==> src/common/scm_pkg.sv <==
// Constants and types for the system clock and operating-mode controller.
// Assumes a single 200 MHz system clock and an AXI4-Lite register bus.
package scm_pkg;
	localparam int unsigned CLK_MHZ = 200;
	// Register byte offsets
	localparam logic [4:0] OFS_SYS_CTRL_ONE = 5'h00;
	localparam logic [4:0] OFS_SYS_CTRL_TWO = 5'h04;
	localparam logic [4:0] OFS_TIMEBASE_CTRL = 5'h08;
	localparam logic [4:0] OFS_MODE_STATUS = 5'h0C;
	localparam logic [4:0] OFS_DIVIDER = 5'h10;
	// Reset values
	localparam logic [7:0] RST_SYS_CTRL_ONE = 8'h00;
	localparam logic [7:0] RST_SYS_CTRL_TWO = 8'h80;
	localparam logic [7:0] RST_TIMEBASE_CTRL = 8'h00;
	// system_control_one fields
	localparam int unsigned B_STOP_REQ = 7;
	localparam int unsigned B_STOP_EDGE = 6;
	localparam int unsigned B_WARMUP_LO = 3;
	// system_control_two fields
	localparam int unsigned B_HIGH_OSC_EN = 7;
	localparam int unsigned B_LOW_OSC_EN = 6;
	localparam int unsigned B_MAIN_SRC_SEL = 5;
	localparam int unsigned B_IDLE = 4;
	localparam int unsigned B_TG_HALT = 2;
	// timebase_control fields
	localparam int unsigned B_TB_ENABLE = 7;
	localparam int unsigned B_DV7_SRC = 4;
	localparam int unsigned B_TB_SEL_LO = 0;
	// Divider geometry
	localparam int unsigned PRESCALER_BITS = 2;
	localparam int unsigned DIVIDER_BITS = 21;
	localparam int unsigned LOW_STAGES = 6;
	localparam logic [1:0] MCYCLE_LAST = 2'h3;
	// Divider taps for timebase source and warm-up end
	localparam logic [4:0] TB_TAP [8] = '{5'h14, 5'h12, 5'h0D, 5'h0B, 5'h0A, 5'h09, 5'h08, 5'h07};
	localparam logic [4:0] WU_TAP [4] = '{5'h14, 5'h13, 5'h12, 5'h11};
	// AXI responses
	localparam logic [1:0] RESP_OKAY = 2'h0;
	localparam logic [1:0] RESP_SLVERR = 2'h2;

	typedef enum logic [11:0] {
		M_FAST_SINGLE_RUN = 12'h001,
		M_FAST_SINGLE_IDLE = 12'h002,
		M_TIMEBASE_ONLY_IDLE = 12'h004,
		M_FAST_DUAL_RUN = 12'h008,
		M_FAST_DUAL_IDLE = 12'h010,
		M_DUAL_OSC_SLOW = 12'h020,
		M_DUAL_OSC_SLEEP = 12'h040,
		M_LOW_ONLY_SLOW = 12'h080,
		M_LOW_ONLY_SLEEP = 12'h100,
		M_LOW_TIMEBASE_SLEEP = 12'h200,
		M_STOP = 12'h400,
		M_WARMUP = 12'h800
	} scm_mode_t;
endpackage

==> src/core/scm_controller.sv <==
// System clock timing generator and operating-mode controller.
// Assumes fc_tick and fs_tick are one-cycle pulses, one per oscillator period,
// synchronous to mclk; cpu, peripheral and watchdog clocks are one-cycle enables, timebase_clk follows a divider bit.
// Summary of operation
// - Prescaler, 21-stage divider, machine cycle counter.
// - Produce main, divider, timebase, watchdog, timer clocks.
// - Stage seven input follows mode and selects.
// - Clear divider on reset, stop entry, release.
// - Sequence oscillators and modes from control registers.
// - Single clock: fast only, low pins ports.
// - Reset lands in fast single run mode.
// - Idle bit enters fast single idle mode.
// - Any interrupt request wakes fast idle.
// - Wake services interrupt or resumes next instruction.
// - Halt bit selects timebase-only idle mode.
// - Gate clocks; restart on timebase source fall.
// - Timebase idle wakes to run, ignoring enable.
// - Timebase service needs three enables set.
// - Timebase latch set if enabled at entry.
// - Dual clock: both run, main clock switches.
// - Machine cycle is four main clock periods.
// - Reset keeps single clock operation.
// - Source select bit toggles slow and fast.
// - High enable swaps slows; low stages stop.
// - Stop halts oscillators; pin release; warm-up.
// - Low timebase sleep wakes to low slow.
//
// Design decisions made here: register access over AXI4-Lite and the placing of the registers.
module scm_controller
(
	// Clock and reset
	input wire logic mclk,
	input wire logic rst_n,
	// Oscillator period pulses
	input wire logic fc_tick,
	input wire logic fs_tick,
	// Interrupt side
	input wire logic irq_request,
	input wire logic irq_master_enable,
	input wire logic timebase_irq_enable,
	input wire logic stop_release_pin,
	// Generated clock enables
	output logic cpu_clk_en,
	output logic periph_clk_en,
	output logic watchdog_clk_en,
	output logic timebase_clk,
	output logic divider_output_pin_n,
	// Mode outputs
	output logic high_osc_on,
	output logic low_osc_on,
	output logic low_pins_as_port,
	output logic timebase_irq,
	output logic irq_service,
	output logic resume_next,
	// AXI4-Lite write
	input wire logic [31:0] s_awaddr,
	input wire logic s_awvalid,
	output logic s_awready,
	input wire logic [31:0] s_wdata,
	input wire logic [3:0] s_wstrb,
	input wire logic s_wvalid,
	output logic s_wready,
	output logic [1:0] s_bresp,
	output logic s_bvalid,
	input wire logic s_bready,
	// AXI4-Lite read
	input wire logic [31:0] s_araddr,
	input wire logic s_arvalid,
	output logic s_arready,
	output logic [31:0] s_rdata,
	output logic [1:0] s_rresp,
	output logic s_rvalid,
	input wire logic s_rready
);
	typedef struct packed {
		scm_pkg::scm_mode_t mode;
		scm_pkg::scm_mode_t ret_mode;
		logic [scm_pkg::PRESCALER_BITS-1:0] pre;
		logic [scm_pkg::DIVIDER_BITS-1:0] div;
		logic [1:0] mcyc;
		logic [7:0] sys_ctrl_one;
		logic [7:0] sys_ctrl_two;
		logic [7:0] timebase_ctrl;
		logic tb_prev;
		logic stop_prev;
		logic tb_armed;
		logic aw_got;
		logic w_got;
		logic [4:0] waddr;
		logic [7:0] wdata;
		logic wlane;
		logic awready;
		logic wready;
		logic bvalid;
		logic [1:0] bresp;
		logic arready;
		logic rvalid;
		logic [31:0] rdata;
		logic [1:0] rresp;
		logic cpu_en;
		logic periph_en;
		logic wdt_en;
		logic tb_clk;
		logic dvo_n;
		logic hi_on;
		logic lo_on;
		logic pins_port;
		logic tb_irq;
		logic service;
		logic resume;
	} scm_state_t;

	scm_state_t st;
	scm_state_t next_st;
	scm_pkg::scm_mode_t eff;
	logic fast;
	logic main_tick;
	logic hi_run;
	logic pre_carry;
	logic carry6;
	logic stage7_in;
	logic mc_pulse;
	logic tb_now;
	logic tb_fall;
	logic released;
	logic enter_stop;

	function automatic logic is_fast(input scm_pkg::scm_mode_t m);
		is_fast = (m == scm_pkg::M_FAST_SINGLE_RUN) || (m == scm_pkg::M_FAST_SINGLE_IDLE)
			|| (m == scm_pkg::M_TIMEBASE_ONLY_IDLE) || (m == scm_pkg::M_FAST_DUAL_RUN)
			|| (m == scm_pkg::M_FAST_DUAL_IDLE);
	endfunction

	function automatic logic is_single(input scm_pkg::scm_mode_t m);
		is_single = (m == scm_pkg::M_FAST_SINGLE_RUN) || (m == scm_pkg::M_FAST_SINGLE_IDLE)
			|| (m == scm_pkg::M_TIMEBASE_ONLY_IDLE);
	endfunction

	function automatic logic is_low_only(input scm_pkg::scm_mode_t m);
		is_low_only = (m == scm_pkg::M_LOW_ONLY_SLOW) || (m == scm_pkg::M_LOW_ONLY_SLEEP)
			|| (m == scm_pkg::M_LOW_TIMEBASE_SLEEP);
	endfunction

	function automatic logic is_run(input scm_pkg::scm_mode_t m);
		is_run = (m == scm_pkg::M_FAST_SINGLE_RUN) || (m == scm_pkg::M_FAST_DUAL_RUN)
			|| (m == scm_pkg::M_DUAL_OSC_SLOW) || (m == scm_pkg::M_LOW_ONLY_SLOW);
	endfunction

	function automatic logic [31:0] read_reg(input scm_state_t s, input logic [4:0] a);
		case (a)
			scm_pkg::OFS_SYS_CTRL_ONE: read_reg = {24'h000000, s.sys_ctrl_one};
			scm_pkg::OFS_SYS_CTRL_TWO: read_reg = {24'h000000, s.sys_ctrl_two};
			scm_pkg::OFS_TIMEBASE_CTRL: read_reg = {24'h000000, s.timebase_ctrl};
			scm_pkg::OFS_MODE_STATUS: read_reg = {20'h00000, s.mode};
			scm_pkg::OFS_DIVIDER: read_reg = {9'h000, s.div, s.pre};
			default: read_reg = 32'h00000000;
		endcase
	endfunction

	function automatic logic mapped(input logic [31:0] a);
		mapped = (a[31:5] == 27'h0000000) && (a[1:0] == 2'h0) && (a[4:0] <= scm_pkg::OFS_DIVIDER);
	endfunction

	always_comb
	begin
		next_st = st;
		next_st.tb_irq = 1'b0;
		next_st.service = 1'b0;
		next_st.resume = 1'b0;
		// Warm-up counts on the clock of the mode it returns to
		eff = (st.mode == scm_pkg::M_WARMUP) ? st.ret_mode : st.mode;
		fast = is_fast(eff);
		main_tick = fast ? fc_tick : fs_tick;
		// Stages one to six idle whenever the fast oscillator is off
		hi_run = (st.mode != scm_pkg::M_STOP) && !is_low_only(eff);
		pre_carry = hi_run && fc_tick && (st.pre == 2'h3);
		carry6 = pre_carry && (st.div[scm_pkg::LOW_STAGES-1:0] == 6'h3F);
		if (!fast || (!is_single(eff) && st.timebase_ctrl[scm_pkg::B_DV7_SRC]))
		begin
			stage7_in = fs_tick;
		end
		else
		begin
			stage7_in = carry6;
		end
		if (hi_run && fc_tick)
		begin
			next_st.pre = st.pre + 2'h1;
		end
		if (pre_carry)
		begin
			next_st.div[5:0] = st.div[5:0] + 6'h01;
		end
		if (stage7_in && (st.mode != scm_pkg::M_STOP))
		begin
			next_st.div[20:6] = st.div[20:6] + 15'h0001;
		end
		// Machine cycle: four main clock periods
		mc_pulse = main_tick && (st.mcyc == scm_pkg::MCYCLE_LAST) && (st.mode != scm_pkg::M_STOP);
		if (main_tick && (st.mode != scm_pkg::M_STOP))
		begin
			next_st.mcyc = st.mcyc + 2'h1;
		end
		tb_now = st.div[scm_pkg::TB_TAP[st.timebase_ctrl[2:0]]];
		next_st.tb_prev = tb_now;
		tb_fall = st.tb_prev && !tb_now;
		next_st.stop_prev = stop_release_pin;
		if (st.sys_ctrl_one[scm_pkg::B_STOP_EDGE])
		begin
			released = stop_release_pin && !st.stop_prev;
		end
		else
		begin
			released = stop_release_pin;
		end
		enter_stop = st.sys_ctrl_one[scm_pkg::B_STOP_REQ];
		// Mode sequencing; the state only moves on mclk edges
		case (st.mode)
			scm_pkg::M_FAST_SINGLE_RUN:
			begin
				if (enter_stop)
				begin
					next_st.mode = scm_pkg::M_STOP;
					next_st.ret_mode = scm_pkg::M_FAST_SINGLE_RUN;
				end
				else if (st.sys_ctrl_two[scm_pkg::B_IDLE] && st.sys_ctrl_two[scm_pkg::B_TG_HALT])
				begin
					next_st.mode = scm_pkg::M_TIMEBASE_ONLY_IDLE;
					next_st.tb_armed = st.timebase_ctrl[scm_pkg::B_TB_ENABLE];
					next_st.sys_ctrl_two[scm_pkg::B_IDLE] = 1'b0;
				end
				else if (st.sys_ctrl_two[scm_pkg::B_IDLE])
				begin
					next_st.mode = scm_pkg::M_FAST_SINGLE_IDLE;
					next_st.sys_ctrl_two[scm_pkg::B_IDLE] = 1'b0;
				end
				else if (st.sys_ctrl_two[scm_pkg::B_LOW_OSC_EN])
				begin
					next_st.mode = scm_pkg::M_FAST_DUAL_RUN;
				end
			end
			scm_pkg::M_FAST_DUAL_RUN:
			begin
				if (enter_stop)
				begin
					next_st.mode = scm_pkg::M_STOP;
					next_st.ret_mode = scm_pkg::M_FAST_DUAL_RUN;
				end
				else if (st.sys_ctrl_two[scm_pkg::B_IDLE])
				begin
					next_st.mode = scm_pkg::M_FAST_DUAL_IDLE;
					next_st.sys_ctrl_two[scm_pkg::B_IDLE] = 1'b0;
				end
				else if (st.sys_ctrl_two[scm_pkg::B_MAIN_SRC_SEL])
				begin
					next_st.mode = scm_pkg::M_DUAL_OSC_SLOW;
				end
				else if (!st.sys_ctrl_two[scm_pkg::B_LOW_OSC_EN])
				begin
					next_st.mode = scm_pkg::M_FAST_SINGLE_RUN;
				end
			end
			scm_pkg::M_DUAL_OSC_SLOW:
			begin
				if (st.sys_ctrl_two[scm_pkg::B_IDLE])
				begin
					next_st.mode = scm_pkg::M_DUAL_OSC_SLEEP;
					next_st.sys_ctrl_two[scm_pkg::B_IDLE] = 1'b0;
				end
				else if (!st.sys_ctrl_two[scm_pkg::B_MAIN_SRC_SEL])
				begin
					next_st.mode = scm_pkg::M_FAST_DUAL_RUN;
				end
				else if (!st.sys_ctrl_two[scm_pkg::B_HIGH_OSC_EN])
				begin
					next_st.mode = scm_pkg::M_LOW_ONLY_SLOW;
				end
			end
			scm_pkg::M_LOW_ONLY_SLOW:
			begin
				if (enter_stop)
				begin
					next_st.mode = scm_pkg::M_STOP;
					next_st.ret_mode = scm_pkg::M_LOW_ONLY_SLOW;
				end
				else if (st.sys_ctrl_two[scm_pkg::B_IDLE] && st.sys_ctrl_two[scm_pkg::B_TG_HALT])
				begin
					next_st.mode = scm_pkg::M_LOW_TIMEBASE_SLEEP;
					next_st.tb_armed = st.timebase_ctrl[scm_pkg::B_TB_ENABLE];
					next_st.sys_ctrl_two[scm_pkg::B_IDLE] = 1'b0;
				end
				else if (st.sys_ctrl_two[scm_pkg::B_IDLE])
				begin
					next_st.mode = scm_pkg::M_LOW_ONLY_SLEEP;
					next_st.sys_ctrl_two[scm_pkg::B_IDLE] = 1'b0;
				end
				else if (st.sys_ctrl_two[scm_pkg::B_HIGH_OSC_EN])
				begin
					next_st.mode = scm_pkg::M_DUAL_OSC_SLOW;
				end
			end
			scm_pkg::M_FAST_SINGLE_IDLE, scm_pkg::M_FAST_DUAL_IDLE,
			scm_pkg::M_DUAL_OSC_SLEEP, scm_pkg::M_LOW_ONLY_SLEEP:
			begin
				if (irq_request)
				begin
					// Idle exits one step back to its run mode
					next_st.mode = scm_pkg::scm_mode_t'({st.mode[11:1], 1'b0} >> 1);
					next_st.service = irq_master_enable;
					next_st.resume = !irq_master_enable;
				end
			end
			scm_pkg::M_TIMEBASE_ONLY_IDLE, scm_pkg::M_LOW_TIMEBASE_SLEEP:
			begin
				if (tb_fall)
				begin
					if (st.mode == scm_pkg::M_TIMEBASE_ONLY_IDLE)
					begin
						next_st.mode = scm_pkg::M_FAST_SINGLE_RUN;
					end
					else
					begin
						next_st.mode = scm_pkg::M_LOW_ONLY_SLOW;
					end
					next_st.tb_irq = st.tb_armed;
					next_st.service = irq_master_enable && timebase_irq_enable
						&& st.timebase_ctrl[scm_pkg::B_TB_ENABLE];
					next_st.tb_armed = 1'b0;
				end
			end
			scm_pkg::M_STOP:
			begin
				if (released)
				begin
					next_st.mode = scm_pkg::M_WARMUP;
				end
			end
			scm_pkg::M_WARMUP:
			begin
				if (st.div[scm_pkg::WU_TAP[st.sys_ctrl_one[4:3]]])
				begin
					next_st.mode = st.ret_mode;
					next_st.sys_ctrl_one[scm_pkg::B_STOP_REQ] = 1'b0;
					next_st.resume = 1'b1;
				end
			end
			default:
			begin
				next_st.mode = scm_pkg::M_FAST_SINGLE_RUN;
			end
		endcase
		// Divider restarts from zero at stop entry and at release
		if ((st.mode != scm_pkg::M_STOP && next_st.mode == scm_pkg::M_STOP)
			|| (st.mode == scm_pkg::M_STOP && next_st.mode == scm_pkg::M_WARMUP))
		begin
			next_st.pre = '0;
			next_st.div = '0;
			next_st.tb_prev = 1'b0;
		end
		// Generated enables change only on machine-cycle boundaries
		next_st.cpu_en = mc_pulse && is_run(st.mode);
		next_st.wdt_en = mc_pulse && is_run(st.mode);
		next_st.periph_en = mc_pulse && (st.mode != scm_pkg::M_TIMEBASE_ONLY_IDLE)
			&& (st.mode != scm_pkg::M_LOW_TIMEBASE_SLEEP) && (st.mode != scm_pkg::M_WARMUP);
		next_st.tb_clk = tb_now;
		next_st.dvo_n = !st.div[scm_pkg::LOW_STAGES];
		next_st.hi_on = hi_run;
		next_st.lo_on = (st.mode != scm_pkg::M_STOP) && !is_single(eff);
		next_st.pins_port = is_single(eff);
		// AXI4-Lite write path: address and data in either order
		if (s_awvalid && st.awready)
		begin
			next_st.aw_got = 1'b1;
			next_st.waddr = s_awaddr[4:0];
			next_st.bresp = mapped(s_awaddr) ? scm_pkg::RESP_OKAY : scm_pkg::RESP_SLVERR;
		end
		if (s_wvalid && st.wready)
		begin
			next_st.w_got = 1'b1;
			next_st.wdata = s_wdata[7:0];
			next_st.wlane = s_wstrb[0];
		end
		if (st.aw_got && st.w_got && !st.bvalid)
		begin
			next_st.bvalid = 1'b1;
			next_st.aw_got = 1'b0;
			next_st.w_got = 1'b0;
			if (st.wlane && (st.bresp == scm_pkg::RESP_OKAY))
			begin
				case (st.waddr)
					scm_pkg::OFS_SYS_CTRL_ONE: next_st.sys_ctrl_one = st.wdata;
					scm_pkg::OFS_SYS_CTRL_TWO: next_st.sys_ctrl_two = st.wdata;
					scm_pkg::OFS_TIMEBASE_CTRL: next_st.timebase_ctrl = st.wdata;
					default: next_st.wdata = st.wdata;
				endcase
			end
		end
		if (st.bvalid && s_bready)
		begin
			next_st.bvalid = 1'b0;
		end
		next_st.awready = !next_st.aw_got && !next_st.bvalid && !(s_awvalid && st.awready);
		next_st.wready = !next_st.w_got && !next_st.bvalid && !(s_wvalid && st.wready);
		// AXI4-Lite read path
		if (s_arvalid && st.arready)
		begin
			next_st.rvalid = 1'b1;
			next_st.rdata = read_reg(st, s_araddr[4:0]);
			next_st.rresp = mapped(s_araddr) ? scm_pkg::RESP_OKAY : scm_pkg::RESP_SLVERR;
		end
		else if (st.rvalid && s_rready)
		begin
			next_st.rvalid = 1'b0;
		end
		next_st.arready = !next_st.rvalid;
	end

	always_ff @(posedge mclk or negedge rst_n)
	begin
		if (!rst_n)
		begin
			st <= '0;
			st.mode <= scm_pkg::M_FAST_SINGLE_RUN;
			st.ret_mode <= scm_pkg::M_FAST_SINGLE_RUN;
			st.sys_ctrl_one <= scm_pkg::RST_SYS_CTRL_ONE;
			st.sys_ctrl_two <= scm_pkg::RST_SYS_CTRL_TWO;
			st.timebase_ctrl <= scm_pkg::RST_TIMEBASE_CTRL;
			st.dvo_n <= 1'b1;
			st.hi_on <= 1'b1;
			st.pins_port <= 1'b1;
		end
		else
		begin
			st <= next_st;
		end
	end

	assign cpu_clk_en = st.cpu_en;
	assign periph_clk_en = st.periph_en;
	assign watchdog_clk_en = st.wdt_en;
	assign timebase_clk = st.tb_clk;
	assign divider_output_pin_n = st.dvo_n;
	assign high_osc_on = st.hi_on;
	assign low_osc_on = st.lo_on;
	assign low_pins_as_port = st.pins_port;
	assign timebase_irq = st.tb_irq;
	assign irq_service = st.service;
	assign resume_next = st.resume;
	assign s_awready = st.awready;
	assign s_wready = st.wready;
	assign s_bvalid = st.bvalid;
	assign s_bresp = st.bresp;
	assign s_arready = st.arready;
	assign s_rvalid = st.rvalid;
	assign s_rdata = st.rdata;
	assign s_rresp = st.rresp;
endmodule // scm_controller

==> config.mk <==
export PLATFORM = sky130hd
export DESIGN_NAME = scm_controller
export DESIGN_NICKNAME = d
export VERILOG_FILES = /design/src/common/scm_pkg.sv /design/src/core/scm_controller.sv
export SDC_FILE = /design/constraint.sdc
export NUM_CORES = 1
export LEC_CHECK = 0
export BUFFER_PORTS_ARGS = -buffer_cell sky130_fd_sc_hd__buf_2
export CORE_MARGIN = 2
export CORE_UTILIZATION = 40
export CTS_BUF_LIST = sky130_fd_sc_hd__clkbuf_2 sky130_fd_sc_hd__clkbuf_4 sky130_fd_sc_hd__clkbuf_8
export CTS_CLUSTER_DIAMETER = 50
export DETAILED_ROUTE_END_ITERATION = 16
export MAX_ROUTING_LAYER = met4
export PLACE_DENSITY = 0.7
export SLEW_MARGIN = 10
export SYNTH_ARGS = -nofsm -noshare
export SYNTH_HDL_FRONTEND = slang
export SYNTH_SLANG_ARGS = --single-unit
==> constraint.sdc <==
create_clock -name mclk -period 3.2 [get_ports mclk]
set_input_delay 0.16 -clock mclk [delete_from_list [all_inputs] [get_ports mclk]]
set_output_delay 0.16 -clock mclk [all_outputs]
set_load 0.02 [all_outputs]
==> results.sh, run 1 <==
export IMPL_status="finished clean"
export IMPL_initial_core_util_pct=40.4
export IMPL_hold_violations=0
export IMPL_cts_sinks=123
export IMPL_multiInputGateArea_mm2=0.00336
export IMPL_path_cells="or4_1 > o31ai_4 > nor4b_1 > a211oi_1 > mux2_4 > buf_4 > or3_1 > a21oi_1"
export IMPL_ant_nets=0
export IMPL_dieArea_mm2=0.0183
export IMPL_final_seq_area_mm2=0.00309
export IMPL_synth_most_common_cell="dfrtp_1"
export IMPL_diodes=0
export IMPL_min_from="s_awaddr[24]"
export IMPL_cts_buffers=17
export IMPL_io_pins=165
export IMPL_async_flop_share_pct=100
export IMPL_power_leakage_nw=3.85
export IMPL_whs_ps=22.6
export IMPL_internal_power_w=0.00341
export IMPL_dp_hpwl_um=13600
export IMPL_grt_overflow=0
export IMPL_period_minus_slack_ps=3030
export IMPL_root_buffer="clkbuf_8"
export IMPL_clkLatencyLatePin_ps=440
export IMPL_synth_avg_cell_area_um2=9.76
export IMPL_synth_top_cells_by_area="dfrtp_1 (42%), mux2_2 (6.8%), buf_4 (4.1%)"
export IMPL_worst_path_max_delay_cell="or4_1"
export IMPL_relSlewSlack_pct=32.8
export IMPL_top_register="st"
export IMPL_post_synth_top_area_fraction_pct=42.4
export IMPL_ys_seq_elements=123
export IMPL_timing_rr_start="st[139]$_DFF_PN0_"
export IMPL_clock_skew_ps=10.4
export IMPL_ys_seq_area_share_pct=44.7
export IMPL_finalSetupViolations=0
export IMPL_required_ps=3570
export IMPL_vias=6058
export IMPL_synthFlopType="dfrtp_1"
export IMPL_ys_top_cells_by_count="dfrtp_1 (117), nand2_1 (70), o21ai_0 (46)"
export IMPL_grtUsageTotal_pct=21.3
export IMPL_crit_start="st[139]$_DFF_PN0_"
export IMPL_p_per_area_mw_per_mm2=590
export IMPL_power_frac_seq_pct=43.1
export IMPL_netSwitchingPower_w=0.00154
export IMPL_ys_warn_count=0
export IMPL_slowest_delay_ps=680
export IMPL_setup_tns_ps=0
export IMPL_power_frac_comb_pct=23.2
export IMPL_fillers=1627
export IMPL_worst_slack_ps=169
export IMPL_viasPerCell=5.60
export IMPL_end_kind="flip-flop"
export IMPL_rsz0062_at_grt="no"
export IMPL_antenna_found_initial=0
export IMPL_path_buf_inv=1
export IMPL_post_drt_wl_per_cell_um=17.0
export IMPL_post_route_period_util_pct=94.7
export IMPL_gp_congestion=0.950
export IMPL_clock_power_share_pct=33.8
export IMPL_num_rows=48
export IMPL_path_delay_family="simple AND/OR/NAND/NOR gates"
export IMPL_clkTransAtPathRegs_ps=70
export IMPL_report_final_slew_viol_count=0
export IMPL_die_h_um=135
export IMPL_cap_violations=0
export IMPL_cts_resized=0
export IMPL_start_kind="flip-flop"
export IMPL_fmax_mhz=330
export IMPL_design_core_area_mm2=0.0171
export IMPL_grt_start_max_net_pins=68
export IMPL_place_ws_ps=218
export IMPL_drt_iter0_drc=608
export IMPL_routed_wl_um=18300
export IMPL_die_x_um=135
export IMPL_cts_tree="done"
export IMPL_drc=0
export IMPL_yosys_area_top_type="dfrtp_1"
export IMPL_final_util_pct=48.9
export IMPL_grt_pass1_wl_um=29700
export IMPL_finalNetCount=963
export IMPL_largest_register_ffs=82
export IMPL_port_buffers=126
export IMPL_htreeDepth=4
export IMPL_tightest_slew_ps=1000
export IMPL_crit_fanout=21
export IMPL_synth_edf_count=0
export IMPL_syn_cell_area_mm2=0.00691
export IMPL_crit_type="flip-flop to flip-flop"
export IMPL_peakVddDrop_mv=0.354
export IMPL_area_growth_pct=21.2
export IMPL_hold_path_class="input port to flip-flop"
export IMPL_syn_instance_count=708
export IMPL_critPathArrivalTime_ps=3400
export IMPL_netSwitchingFraction_pct=31.1
export IMPL_cts_buffer_depth=2
export IMPL_yosys_cell_types_count=77
export IMPL_grt_pass1_vias=5894
export IMPL_first_pass_iters=5
export IMPL_final_layout_size_suffix_gt1_share_pct=30.0
[cell type report]
class | count | area share [%]
clock buffer | 21 | 3.15
clock inverter | 11 | 2.60
inverter | 13 | 0.583
multi-input combinational | 506 | 40.1
sequential | 123 | 36.8
tap | 225 | 3.36
timing repair buffer | 182 | 13.4
[power groups by stage]
stage          clock network [W]  registers, W  logic (W)
2_1_floorplan                  0       0.00209   0.000809
3_3_place_gp                   0       0.00214    0.00111
3_5_place_dp                   0       0.00215    0.00112
4_1_cts                  0.00170       0.00212    0.00115
5_1_grt                  0.00177       0.00217    0.00128
6_report                 0.00167       0.00213    0.00115
[final timing paths]
path / to / slack (ps) / depth (start not counted)
min in group asynchronous: s_rdata[17]$_DFFE_PN0P_ / 360 / 2
max in group asynchronous: high_osc_on$_DFF_PN1_ / 1970 / 3
setup / recovery: st[109]$_DFFE_PN0P_ / 170 / 8
setup reg to reg: st[109]$_DFFE_PN0P_ / 170 / 8
hold / removal: s_bresp[1]$_DFFE_PN0P_ / 20 / 3
hold reg to reg: s_rdata[9]$_DFFE_PN0P_ / 470 / 2
[tightest hold or removal path, delay by kind of cell]
family | cells | cell delay, ps
AO/OA/AOI/OAI | 1 | 140
buffers and inverters | 1 | 80
AND/OR/NAND/NOR | 1 | 40
[per-stage QoR]
step / instances / cell area (um^2) / power [W]
final: 1081 / 8380 / 0.00494
after global routing: 1081 / 8380 / 0.00522
after CTS: 1081 / 8380 / 0.00497
after detailed placement: 1027 / 7670 / 0.00327
after global placement: 1027 / 7670 / 0.00325
after floorplan: 718 / 6950 / 0.00290
[layout by cell type (no fill, tap or decap), types with 21 or more instances in the layout]
cell / synthesis / layout
o21ai_0: 46 / 46
buf_4: 38 / 34
dfrtp_1: 117 / 117
mux2_2: 42 / 42
nor4_1: 21 / 21
nor2_1: 41 / 41
buf_2: 3 / 125
dlygate4sd3_1: 0 / 22
a21oi_1: 29 / 29
nand2_1: 70 / 70
[layer usage]
metal  track usage (%)  routed length [um]
met5                 -                   0
met4              7.18                 360
met3              4.19                1300
met2              33.8                8500
met1              27.7                8180
[repair_timing]
| action | 4_1_cts | 5_1_grt |
|---|---|---|
| buffers inserted | 0 | 0 |
| hold endpoints to repair | 83 | 0 |
| hold buffers | 22 | 0 |
[kinds of logic (layout without fill, tap and decap cells)]
logic type	after synthesis	in the layout	synth area share (%)
other	1	11	0.0543
adder cells (fa/ha/maj)	8	8	1.41
AND/OR/NAND/NOR	251	251	19.6
buffers and inverters	89	227	7.28
AO/OA/AOI/OAI	160	160	15.3
flip-flops	123	123	44.7
XOR/XNOR	13	13	1.65
multiplexers	63	63	9.96
No activity file was read; power rests on OpenSTA's default activity.
==> inputs of run 2 (changes only) <==
Settings changed: GPL_TIMING_DRIVEN set to 0.
==> results.sh, run 2 (synthesized netlist as in run 1, its figures left out) <==
export IMPL_report_final_slew_viol_count=0
export IMPL_reg2reg_depth=11
export IMPL_finalNetCount=1018
export IMPL_final_layout_size_suffix_gt1_share_pct=32.5
export IMPL_clock_power_share_pct=32.3
export IMPL_power_leakage_nw=4.05
export IMPL_vias=6234
export IMPL_status="finished clean"
export IMPL_grt_start_max_net_pins=90
export IMPL_netSwitchingFraction_pct=31.8
export IMPL_crit_type="flip-flop to flip-flop"
export IMPL_peakVddDrop_mv=0.451
export IMPL_internal_power_w=0.00342
export IMPL_post_route_period_util_pct=97.4
export IMPL_gp_congestion=0.942
export IMPL_path_buf_inv=4
export IMPL_drc=0
export IMPL_root_buffer="clkbuf_8"
export IMPL_holdPathEnd="s_bresp[1]$_DFFE_PN0P_"
export IMPL_final_common_cell="buf_2"
export IMPL_hold_violations=0
export IMPL_path_cells="buf_6 > or4_4 > buf_6 > o32a_1 > o41a_1 > nand4_1 > mux2_4 > buf_8 > buf_8 > mux2i_1 > nor2_1"
export IMPL_design_core_area_mm2=0.0171
export IMPL_antenna_found_initial=0
export IMPL_drt_iter0_drc=489
export IMPL_post_drt_wl_per_cell_um=16.7
export IMPL_ant_nets=0
export IMPL_slowest_delay_ps=540
export IMPL_io_pins=165
export IMPL_dieArea_mm2=0.0183
export IMPL_htreeDepth=4
export IMPL_critPathArrivalTime_ps=3450
export IMPL_dp_hpwl_um=13700
export IMPL_hold_path_class="input port to flip-flop"
export IMPL_required_ps=3530
export IMPL_top_register="st"
export IMPL_grt_overflow=0
export IMPL_cap_violations=0
export IMPL_tightest_slew_ps=906
export IMPL_initial_core_util_pct=40.4
export IMPL_clkLatencyLatePin_ps=460
export IMPL_first_pass_iters=5
export IMPL_regToRegSetupSlack_ps=80
export IMPL_worst_path_max_delay_cell="o41a_1"
export IMPL_cts_buffer_depth=2
export IMPL_relSlewSlack_pct=39.1
export IMPL_reg2reg_to="st[104]$_DFFE_PN0P_"
export IMPL_period_minus_slack_ps=3120
export IMPL_grt_pass1_wl_um=29800
export IMPL_min_from="s_awaddr[17]"
export IMPL_cts_buffers=17
export IMPL_diodes=0
export IMPL_cts_sinks=123
export IMPL_area_growth_pct=27.0
export IMPL_timing_rr_start="st[134]$_DFF_PN0_"
export IMPL_port_buffers=126
export IMPL_whs_ps=29.0
export IMPL_num_rows=48
export IMPL_power_frac_comb_pct=25.9
export IMPL_end_kind="flip-flop"
export IMPL_p_per_area_mw_per_mm2=571
export IMPL_netSwitchingPower_w=0.00159
export IMPL_largest_register_ffs=82
export IMPL_start_kind="flip-flop"
export IMPL_grt_pass1_vias=5842
export IMPL_fmax_mhz=321
export IMPL_die_h_um=135
export IMPL_setup_tns_ps=0
export IMPL_layout_common_cells="buf_2 (128), dfrtp_1 (117), nand2_1 (70)"
export IMPL_path_delay_family="compound AO/OA/AOI/OAI gates"
export IMPL_cts_tree="done"
export IMPL_holdPathStages=3
export IMPL_finalSetupViolations=0
export IMPL_grtUsageTotal_pct=21.5
export IMPL_viasPerCell=5.49
export IMPL_clock_skew_ps=10.5
export IMPL_power_frac_seq_pct=41.8
export IMPL_routed_wl_um=18900
export IMPL_die_x_um=135
export IMPL_clkTransAtPathRegs_ps=70
export IMPL_crit_fanout=9
-- run 2: changes by cell type in the layout (fill, tap and decap cells not counted), moves of 3 or more --
cell / before / now
buf_6: 0 / 3
buf_4: 34 / 50
clkbuf_2: 0 / 7
buf_2: 125 / 128
clkbuf_1: 0 / 21
-- run 2: worst reg2reg max path, delay by kind of cell (launching register included) --
family	cells	cell delay, ps
AND/OR/NAND/NOR	3	820
AO/OA/AOI/OAI	2	830
flip-flops	1	380
multiplexers	2	430
buffers and inverters	4	540
-- run 2: layout make-up --
type | instances | area, um^2
flip-flops and latches | 123 | 3090
plain buffers | 76 | 482
clock buffers | 20 | 269
inverters | 13 | 48.8
fillers | 1576 | 8350
well taps | 225 | 282
multi-input cells | 507 | 3430
clock inverters | 11 | 191
repair buffers | 160 | 980
-- run 2: layer usage --
metal | routed length, um | global-route usage (%) | up-vias
met5 | 0 | - | -
met4 | 391 | 7.23 | 0
li1 | - | - | 2957
met3 | 1390 | 4.15 | 32
met1 | 8470 | 28.4 | 2999
met2 | 8650 | 33.5 | 246
-- run 2: worst max path at each step --
stage                  startpoint                  end  depth (start not counted)
2_1_floorplan   st[134]$_DFF_PN0_  st[113]$_DFFE_PN0P_                          9
3_3_place_gp   st[71]$_DFFE_PN0P_    st[140]$_DFF_PN0_                          8
3_5_place_dp   st[72]$_DFFE_PN0P_    st[141]$_DFF_PN0_                          8
4_1_cts         st[133]$_DFF_PN0_  st[104]$_DFFE_PN0P_                         10
5_1_grt         st[138]$_DFF_PN0_  st[111]$_DFFE_PN0P_                          9
6_report        st[134]$_DFF_PN0_  st[104]$_DFFE_PN0P_                         11
-- run 2: power groups by stage --
stage	logic [W]	clock network [W]	registers, W
finish	0.00130	0.00162	0.00209
global route	0.00143	0.00171	0.00213
CTS	0.00122	0.00165	0.00209
detailed placement	0.00120	0	0.00211
global placement	0.00117	0	0.00210
floorplan	0.000809	0	0.00209
-- run 2: metrics by stage --
step	instances	power (W)	utilization (%)	worst slack, ps	area, um^2
3_3_place_gp	1069	0.00327	45.9	-57.9	7860
2_1_floorplan	718	0.00290	-	477	6950
3_5_place_dp	1071	0.00331	46.2	-20.8	7910
4_1_cts	1122	0.00495	50.1	22.4	8570
5_1_grt	1135	0.00528	51.2	-41.8	8770
6_report	1135	0.00501	51.2	82.8	8770
-- run 2: what timing repair did --
item | 4_1_cts | 5_1_grt
gates cloned | 0 | 2
endpoints found under the hold margin | 55 | 0
pin swaps | 0 | 5
buffers inserted | 0 | 11
resized for setup | 1 | 33
hold buffers | 20 | 0
endpoints found under the setup margin | 3 | 15
